===== config.mk =====
export PLATFORM = sky130hd
export DESIGN_NAME = stomon_top
export DESIGN_NICKNAME = d
export VERILOG_FILES = /design/src/rtl/stomon_pkg.sv /design/src/rtl/stomon_filter.sv /design/src/rtl/stomon_top.sv
export VERILOG_INCLUDE_DIRS = /design/src /design/src/rtl
export SDC_FILE = /design/constraint.sdc
export NUM_CORES = 1
export LEC_CHECK = 0
export ABC_AREA = 0
export BUFFER_PORTS_ARGS = -buffer_cell sky130_fd_sc_hd__buf_4
export CAP_MARGIN = 10
export CELL_PAD_IN_SITES_DETAIL_PLACEMENT = 0
export CELL_PAD_IN_SITES_GLOBAL_PLACEMENT = 1
export CORE_MARGIN = 2
export CORE_UTILIZATION = 30
export CTS_BUF_LIST = sky130_fd_sc_hd__clkbuf_8
export CTS_CLUSTER_SIZE = 10
export DETAILED_ROUTE_END_ITERATION = 8
export GPL_TIMING_DRIVEN = 0
export PLACE_DENSITY = 0.57
export SLEW_MARGIN = 25
export SYNTH_ARGS = -nofsm -noshare
export SYNTH_HDL_FRONTEND = slang
export SYNTH_SLANG_ARGS = --single-unit

===== constraint.sdc =====
create_clock -name clock_i -period 3.5 [get_ports clock_i]
set_clock_uncertainty 0.1 [all_clocks]
set_input_delay 0.175 -clock clock_i [delete_from_list [all_inputs] [get_ports clock_i]]
set_output_delay 0.175 -clock clock_i [all_outputs]
set_load 0.005 [all_outputs]

===== src/rtl/stomon_params.svh =====
// Constants for the two-channel torque-off request monitor
`ifndef STOMON_PARAMS_SVH
`define STOMON_PARAMS_SVH
`define STOMON_CLK_HZ 20000000
`define STOMON_TICK_MS 10
`define STOMON_TICK_CYC ((`STOMON_CLK_HZ / 1000) * `STOMON_TICK_MS)
`define STOMON_DISC_MS 100
`define STOMON_DISC_TICKS (`STOMON_DISC_MS / `STOMON_TICK_MS)
`define STOMON_PULSE_US 1000
`define STOMON_PULSE_CYC ((`STOMON_CLK_HZ / 1000000) * `STOMON_PULSE_US)
`define STOMON_REPORT_TICKS 2
`define STOMON_SUPPLY_TICKS 2
`endif


===== src/rtl/stomon_pkg.sv =====
// Types shared by the torque-off request monitor
package stomon_pkg;
  typedef enum logic [1:0] {
    STOMON_RUN,
    STOMON_DISC,
    STOMON_SAFE,
    STOMON_FAULT
  } stomon_state_t;

  typedef struct packed {
    logic safe_state;
    logic disc_error;
    logic mod_error;
    logic supply_error;
    logic mismatch;
  } stomon_status_t;
endpackage : stomon_pkg


===== src/rtl/stomon_filter.sv =====
// Synchroniser and test-pulse filter for one request channel
`timescale 1ns/100ps
`include "stomon_params.svh"
module stomon_filter #(
  parameter int unsigned PULSE_CYC = `STOMON_PULSE_CYC
) (
  input wire logic clock_i,
  input wire logic rst_i,
  input wire logic raw_i,
  output logic level_o
);
  logic sync_a;
  logic sync_b;
  logic [31:0] count;

  always_ff @(posedge clock_i) begin
    if (rst_i) begin
      sync_a <= 1'b0;
      sync_b <= 1'b0;
    end else begin
      sync_a <= raw_i;
      sync_b <= sync_a;
    end
  end

  // A low blip shorter than PULSE_CYC never reaches the output
  always_ff @(posedge clock_i) begin
    if (rst_i) begin
      count <= 32'h0000_0000;
      level_o <= 1'b0;
    end else if (sync_b == level_o) begin
      count <= 32'h0000_0000;
    end else if (count >= PULSE_CYC - 1) begin
      count <= 32'h0000_0000;
      level_o <= sync_b;
    end else begin
      count <= count + 32'h0000_0001;
    end
  end
endmodule : stomon_filter


===== src/rtl/stomon_top.sv =====
// Two-channel torque-off request monitor and supervisory state machine
// Operation
// - Enter torque off when both channels drop together or within the window.
// - Unequal channel levels are treated as a fault condition once the window runs out.
// - Second channel missing the window raises an error.
// - Default discrepancy window is 100 ms.
// - Supervisory machine updates once every 10 ms.
// - While torque off, driver supply stays switched off.
// - Supervisor checks driver supply voltage against the channel request.
// - Torque off is requested only through the two channels.
// - No cross-circuit detection on the request inputs.
// - Standstill position is not supervised in torque off.
// - Safe state is reported late, after hardware switch-off.
// - Request during active modulation gives an acknowledgeable error.
// - Short test pulses on the channels are not taken as requests.
`timescale 1ns/100ps
`include "stomon_params.svh"
module stomon_top #(
  parameter int unsigned TICK_CYC = `STOMON_TICK_CYC,
  parameter int unsigned PULSE_CYC = `STOMON_PULSE_CYC
) (
  input wire logic clock_i,
  input wire logic rst_i,
  input wire logic torque_off_request_a_i,
  input wire logic torque_off_request_b_i,
  input wire logic driver_supply_ok_i,
  input wire logic modulation_active_i,
  input wire logic error_ack_i,
  output logic driver_supply_en_o,
  output logic status_tick_o,
  output stomon_pkg::stomon_status_t status_o
);
  import stomon_pkg::*;

  logic level_a;
  logic level_b;
  logic both_high;
  logic both_low;
  logic [31:0] tick_count;
  logic tick;
  stomon_state_t state;
  logic [7:0] disc_ticks;
  logic [7:0] safe_ticks;
  logic [7:0] supply_ticks;
  logic ack_sync_a;
  logic ack_sync_b;
  logic ack;
  logic disc_error;
  logic mod_error;
  logic supply_error;
  logic mod_active;
  logic mod_sync_a;
  logic supply_sync_a;
  logic supply_ok;

  //////////////////////////////////////////////////////////////////////////////
  // Channel inputs: high means run enabled, low means torque off requested.
  // No cross-wiring test is made here; that belongs to the outside relay.
  stomon_filter #(
    .PULSE_CYC(PULSE_CYC)
  ) u_filt_a (
    .clock_i(clock_i),
    .rst_i(rst_i),
    .raw_i(torque_off_request_a_i),
    .level_o(level_a)
  );

  stomon_filter #(
    .PULSE_CYC(PULSE_CYC)
  ) u_filt_b (
    .clock_i(clock_i),
    .rst_i(rst_i),
    .raw_i(torque_off_request_b_i),
    .level_o(level_b)
  );

  // Only these two levels can request torque off
  assign both_high = level_a & level_b;
  assign both_low = ~level_a & ~level_b;

  // Hardware path: supply off as soon as either channel drops, no tick wait
  always_ff @(posedge clock_i) begin
    if (rst_i) begin
      driver_supply_en_o <= 1'b0;
    end else begin
      driver_supply_en_o <= both_high;
    end
  end

  //////////////////////////////////////////////////////////////////////////////
  // Other asynchronous inputs
  always_ff @(posedge clock_i) begin
    if (rst_i) begin
      ack_sync_a <= 1'b0;
      ack_sync_b <= 1'b0;
      ack <= 1'b0;
      mod_sync_a <= 1'b0;
      mod_active <= 1'b0;
      supply_sync_a <= 1'b0;
      supply_ok <= 1'b0;
    end else begin
      ack_sync_a <= error_ack_i;
      ack_sync_b <= ack_sync_a;
      ack <= ack_sync_b;
      mod_sync_a <= modulation_active_i;
      mod_active <= mod_sync_a;
      // Supply sense comes from the gate-driver side, not from this clock
      supply_sync_a <= driver_supply_ok_i;
      supply_ok <= supply_sync_a;
    end
  end

  //////////////////////////////////////////////////////////////////////////////
  // 10 ms supervisory tick
  always_ff @(posedge clock_i) begin
    if (rst_i) begin
      tick_count <= 32'h0000_0000;
      tick <= 1'b0;
    end else if (tick_count >= TICK_CYC - 1) begin
      tick_count <= 32'h0000_0000;
      tick <= 1'b1;
    end else begin
      tick_count <= tick_count + 32'h0000_0001;
      tick <= 1'b0;
    end
  end

  assign status_tick_o = tick;

  //////////////////////////////////////////////////////////////////////////////
  // Supervisory state machine, advances only on the tick.
  // Standstill position is deliberately not watched in the safe state.
  always_ff @(posedge clock_i) begin
    if (rst_i) begin
      state <= STOMON_RUN;
      disc_ticks <= 8'h00;
    end else if (tick) begin
      unique case (state)
        STOMON_RUN: begin
          if (both_low) begin
            state <= STOMON_SAFE;
          end else if (!both_high) begin
            state <= STOMON_DISC;
            disc_ticks <= 8'h01;
          end
        end
        STOMON_DISC: begin
          if (both_low) begin
            state <= STOMON_SAFE;
          end else if (both_high) begin
            state <= STOMON_RUN;
          end else if (disc_ticks >= 8'(`STOMON_DISC_TICKS)) begin
            state <= STOMON_FAULT;
          end else begin
            disc_ticks <= disc_ticks + 8'h01;
          end
        end
        STOMON_SAFE: begin
          if (both_high) begin
            state <= STOMON_RUN;
          end else if (!both_low) begin
            state <= STOMON_DISC;
            disc_ticks <= 8'h01;
          end
        end
        STOMON_FAULT: begin
          // Leave only once the channels agree again
          if (both_low) begin
            state <= STOMON_SAFE;
          end else if (both_high) begin
            state <= STOMON_RUN;
          end
        end
      endcase
    end
  end

  //////////////////////////////////////////////////////////////////////////////
  // Latched errors; a new event in the acknowledge cycle wins over the clear
  always_ff @(posedge clock_i) begin
    if (rst_i) begin
      disc_error <= 1'b0;
    end else if (tick && state == STOMON_DISC && !both_low && !both_high
                 && disc_ticks >= 8'(`STOMON_DISC_TICKS)) begin
      disc_error <= 1'b1;
    end else if (ack) begin
      disc_error <= 1'b0;
    end
  end

  always_ff @(posedge clock_i) begin
    if (rst_i) begin
      mod_error <= 1'b0;
    end else if (tick && state == STOMON_RUN && !both_high && mod_active) begin
      mod_error <= 1'b1;
    end else if (ack) begin
      mod_error <= 1'b0;
    end
  end

  // Supply monitor: supply must follow the request within a few ticks
  always_ff @(posedge clock_i) begin
    if (rst_i) begin
      supply_ticks <= 8'h00;
      supply_error <= 1'b0;
    end else begin
      if (tick) begin
        if (supply_ok == driver_supply_en_o) begin
          supply_ticks <= 8'h00;
        end else if (supply_ticks < 8'hFF) begin
          supply_ticks <= supply_ticks + 8'h01;
        end
      end
      // Set only while the mismatch persists, never on the tick that it clears
      if (tick && supply_ok != driver_supply_en_o
          && supply_ticks >= 8'(`STOMON_SUPPLY_TICKS)) begin
        supply_error <= 1'b1;
      end else if (ack) begin
        supply_error <= 1'b0;
      end
    end
  end

  // Safe state is only reported after a dwell, well after the switch-off
  always_ff @(posedge clock_i) begin
    if (rst_i) begin
      safe_ticks <= 8'h00;
    end else if (state != STOMON_SAFE) begin
      safe_ticks <= 8'h00;
    end else if (tick && safe_ticks < 8'(`STOMON_REPORT_TICKS)) begin
      safe_ticks <= safe_ticks + 8'h01;
    end
  end

  always_ff @(posedge clock_i) begin
    if (rst_i) begin
      status_o <= '0;
    end else begin
      status_o.safe_state <= (state == STOMON_SAFE)
                             && (safe_ticks >= 8'(`STOMON_REPORT_TICKS));
      status_o.disc_error <= disc_error;
      status_o.mod_error <= mod_error;
      status_o.supply_error <= supply_error;
      status_o.mismatch <= (state == STOMON_DISC) || (state == STOMON_FAULT);
    end
  end
endmodule : stomon_top


### Word-level counts from Yosys, hierarchy flattened

Index checks and enable logic that the tools add are counted.

| word-level totals | value |
|---|---|
| register bits | 145 |
| input port bits | 7 |
| output and inout bits | 7 |
| logic and storage cells | 123 |

| operators by class | value |
|---|---|
| $add $sub $neg | 6 |
| $lt $le $gt $ge | 8 |
| equality and inequality tests | 19 |
| mux-type cells | 25 |
| bitwise logic cells | 6 |
| reductions and logical operators | 29 |

Operators with widths:

| cell | number |
|---|---|
| $add 32x1->32 const B | 3 |
| $mux 8 | 9 |
| $ge 32x15->1 const B | 2 |
| $ge 32x18->1 const B | 1 |
| $add 8x1->8 const B | 3 |
| $pmux 8 s3 | 1 |
| $mux 2 | 9 |
| $ge 8x2->1 const B | 2 |
| $ne 2x2->1 const B | 8 |
| $logic_and 1x1->1 | 11 |
| $ne 3x3->1 const B | 3 |
| $reduce_and 9->1 | 1 |
| $ge 8x4->1 const B | 1 |
| $lt 8x2->1 const B | 1 |
| $lt 8x8->1 const B | 1 |
| $pmux 2 s4 | 1 |
| $reduce_bool 2->1 | 4 |
| $reduce_and 2->1 | 3 |
| $reduce_or 3->1 | 2 |
| $mux 1 | 5 |
| $reduce_and 5->1 | 1 |
| $eq 2x2->1 const B | 2 |
| $ne 4x4->1 const B | 1 |
| $not 1->1 | 4 |
| other kinds (9) | 14 |

### Depth between registers and ports, before layout

| depth | value |
|---|---|
| word-level depth | 7 |
| mapped depth | 7 |
| mapped depth without buffers | 6 |

### Hierarchy

Synthesis repeated with hierarchy kept, for this count alone.

| unflattened totals | value |
|---|---|
| cell total of the unflattened synthesis | 522 |
| area total of the unflattened synthesis | 5436.5 um^2 |

Modules (own cells, without submodules):

| module | instances | cells an instance | area an instance (um^2) | seq. area each (um^2) |
|---|---|---|---|---|
| stomon_top | 1 | 294 | 2871.5 | 1501.4 |
| stomon_filter | 2 | 114 | 1282.5 | 700.7 |

### Least setup slack after synthesis

OpenSTA, ideal clock, no wires.

| timing | value |
|---|---|
| path type | reg-to-reg |
| start point | register u_filt_a.level_o |
| end point | register disc_ticks[1] |
| library setup time | 0.115 ns |
| arrival | 1.779 ns |
| required time | 3.285 ns |
| setup slack | 1.506 ns |
| cell stages (with the launch flop) | 7 |
| buffers on the path | 0 |
| cells stage by stage | dfxtp_1 -> inv_1 -> ha_1 -> nor4b_1 -> nand3_1 -> and3_1 -> o21a_1 |

| on the way | value |
|---|---|
| cells in the longest elaborated chain, start to end | 4 |
| elaborated cells on any way between the ends | 10 |
| those cells by class | eq/ne: 6; bitwise: 3; reduce/logical: 1 |

RTL lines:

| element | line | RTL |
|---|---|---|
| start: declaration | stomon_filter.sv:10 | `output logic level_o` |
| start signal: assignment | stomon_filter.sv:35 | `level_o <= sync_b;` |
| $not 1->1 | stomon_top.sv:79 | `assign both_low = ~level_a & ~level_b;` |
| $and 1x1->1 | stomon_top.sv:79 |  |
| $ne 2x2->1 (no source line) | -- |  |
| $reduce_and 9->1 (no source line) (*) | -- |  |
| end signal: assignment | stomon_top.sv:155 | `disc_ticks <= disc_ticks + 8'h01;` |
| end: declaration | stomon_top.sv:42 | `logic [7:0] disc_ticks;` |

Every way passes the cells marked *; elsewhere a longest branch is shown, timed or not.
A chain may end at the register's enable or synchronous reset.

### Worst setup path after layout

Ends and elaborated chain as after synthesis.

==> results.yml <==
placed_design:
  dp_hpwl_mm: 6.561
  placed_cell_area_um2: 5806
  portBuffers: 12
  place.gp.congestion: 0.7578
worst_setup_path:
  start_kind: "register"
  worst-setup-path-type: "reg2reg"
  endpoint_kind: "register"
  cp_data_required_time_ns: 3.73
  cp_data_arrival_time_ns: 2.56
  crit_fanout: 6
logic_synthesis:
  ys_warn_count: 0
  ys_seq_area_share_pct: 55.21
  synth-edff-count: 0
  ys_types: 59
  syn_avg_cell_area_um2: 10.03
  synth_ff_type: "dfxtp_1"
  synth-seq-cells: 145
  syn_area_um2: 5258
  syn_inst: 524
  synthArstFlopShare_pct: 0
power:
  swShare_pct: 20.26
  seqPwrFrac_pct: 52.8
  power.share.clock_pct: 45.0
  peakVddDrop_v: 0.0002469
  p_sw_mw: 0.6538
  p_leak_nw: 2.235
  power_frac_comb_pct: 2.2
  p_total_mw: 3.227
  p_int_mw: 2.573
  power_density_nw_per_um2: 512.5
timing:
  fmax_mhz: 428.6
  setup_viol: 0
  rsz0062_at_grt: "no"
  min_period_over_period_pct: 66.66
  tightest_slew_ns: 0.8694
  finalHoldViolCount: 0
  maxSlewViolCount: 0
  fin_crit_ns: 2.333
  finalSetupTns_ns: 0
  max-slew-margin-rel_pct: 41.59
route:
  drc: 0
  drt_wl_total_mm: 9.328
  ant_nets: 0
  wire_per_inst_um: 11.05
  dr_total_vias: 3720
  via_per_inst: 4.408
  first_iter_violations: 173
  drt-pass1-iter-count: 4
clock_network:
  cts-root-buf: "clkbuf_8"
  cts.htree.levels: 4
  cts.sinks: 145
  cts_tree: "done"
  clk_latency_ns: 0.44
  clk_pin_slew_ns: 0.08
  cts_buffer_depth: 2
  cts_buffers: 17
global_routing:
  grtUsageTotal_pct: 11.19
  grt_pass1_wl_mm: 16.10
  overflow: 0
  grt_pass1_vias: 3479
  grt_start_max_net_pins: 17
  antenna_found_initial: 1
layout:
  fin_nets: 627
  fin_util_pct: 36.53
  area_growth_pct: 19.75
  n_antenna_cell: 0
  layout-drive-gt1-share_pct: 10.82
  final_cell_area_um2: 6296
floorplan:
  dieArea_um2: 18600
  core_um2: 17240
  start_util_pct: 30.50
  die_x_um: 136.4
  rows: 48
  ioPinCount: 14
  dieHeight_um: 136.4
flow_run:
  drv_cap: 0
hold_path:
  hold_class: "in2reg"
outcome:
  outcome: "complete, no violations"
through the flow:
stage	hold WS, ns	cells	worst slack [ns]
finish	0.3130	844	1.167
detailed placement	0.2940	808	1.183
floorplan	0.2032	571	1.506
global route	0.3141	844	1.003
global placement	0.2835	808	1.158
CTS	0.2911	844	1.146
critical path: stages (launching register included):
cell,delay [ns]
dfxtp_1,0.41
inv_1,0.11
ha_1,0.28
nor4b_1,0.64
nand3_1,0.28
and3_1,0.25
o21a_1,0.17
synth_stat cells, drive strengths merged, types with 2 or more instances:
cell | count | area (um^2)
a21oi | 16 | 80.08
a311oi | 2 | 17.52
a31oi | 3 | 18.77
a32oi | 2 | 17.52
and2 | 8 | 50.05
and3 | 4 | 26.28
and4 | 2 | 17.52
buf | 5 | 41.28
clkbuf | 8 | 30.03
dfxtp | 145 | 2903
ha | 13 | 162.7
inv | 23 | 86.33
nand2 | 25 | 93.84
nand2b | 3 | 21.27
nand3 | 23 | 120.1
nand4 | 17 | 112.6
nor2 | 67 | 316.6
nor2b | 16 | 100.1
nor3 | 21 | 105.1
nor4 | 24 | 150.1
o211ai | 2 | 15.01
o21a | 8 | 60.06
o21ai | 9 | 45.04
o31ai | 4 | 30.03
or2 | 2 | 12.52
or3 | 6 | 37.54
or4 | 5 | 42.54
or4b | 2 | 23.77
xnor2 | 27 | 236.5
xor2 | 16 | 140.1
placed cells by master, fill, tap and decap left out, drive strengths merged, types with 3 or more instances in the layout:
cell           n
a21oi         16
a31oi          3
and2           8
and3           4
buf           17
bufinv         5
clkbuf        26
clkinv         7
conb          48
dfxtp        145
dlygate4sd3    5
ha            13
inv           24
nand2         25
nand2b         3
nand3         23
nand4         17
nor2          67
nor2b         16
nor3          21
nor4          24
o21a           8
o21ai          9
o31ai          4
or3            6
or4            5
xnor2         27
xor2          16
cells by family after synthesis:
kind of cell,count (synthesis),share of synthesized area (%)
adders and majority gates,13,3.094
AOI/OAI and AO/OA,57,7.378
other,1,0.07133
buffers and inverters,36,2.998
and+or+nand+nor,229,24.08
DFF,145,55.21
xor gates and xnor gates,43,7.163
area by class of cell:
cell class              instances  area, um^2
plain buffers                  13       71.32
clock buffers                  18       247.7
clock inverters                13       192.7
fillers                      1717       10940
inverters                      23       86.33
multi-input cells             390        2374
flip-flops and latches        145        2903
well taps                     225       281.5
repair buffers                 17       140.1
what timing repair did:
| item | in CTS | in global routing |
|---|---|---|
| setup buffers | 0 | 0 |
| gates resized for setup | 0 | 0 |
| hold buffers | 5 | 0 |
| endpoints found under the hold margin | 5 | 0 |
flip-flops by register name, indices dropped and copies added (netlist names), 2 cells and up:
register,count
disc_ticks,8
u_filt_a.count,32
safe_ticks,8
state,2
status_o,5
u_filt_b.count,32
tick_count,32
supply_ticks,8
routing by layer:
| layer | up-vias | share of wire (%) | track usage, % |
|---|---|---|---|
| met4 | 2 | 1.6 | 5.035 |
| met2 | 46 | 46 | 17.70 |
| met1 | 1716 | 49 | 13.52 |
| li1 | 1943 | - | - |
| met5 | - | 0.14 | 0 |
| met3 | 13 | 4.0 | 4.213 |
path summary, 6_finish.rpt:
check                                      start              end  slack (ns)  depth (start not counted)
worst max-delay path            u_filt_a.level_o    disc_ticks[1]        1.17                          6
worst min-delay path                       rst_i  supply_ticks[4]        0.31                          3
worst max register to register  u_filt_a.level_o    disc_ticks[1]        1.17                          6
worst min register to register   u_filt_b.sync_a  u_filt_b.sync_b        0.34                          1
power groups by stage:
stage	sequential (mW)	clock, mW	combinational (mW)
floorplan	1.74	0	0.0451
global placement	1.74	0	0.0645
detailed placement	1.74	0	0.0648
CTS	1.71	1.51	0.0695
global route	1.71	1.59	0.0805
finish	1.71	1.45	0.0695
(Power assumes the default switching activity.)
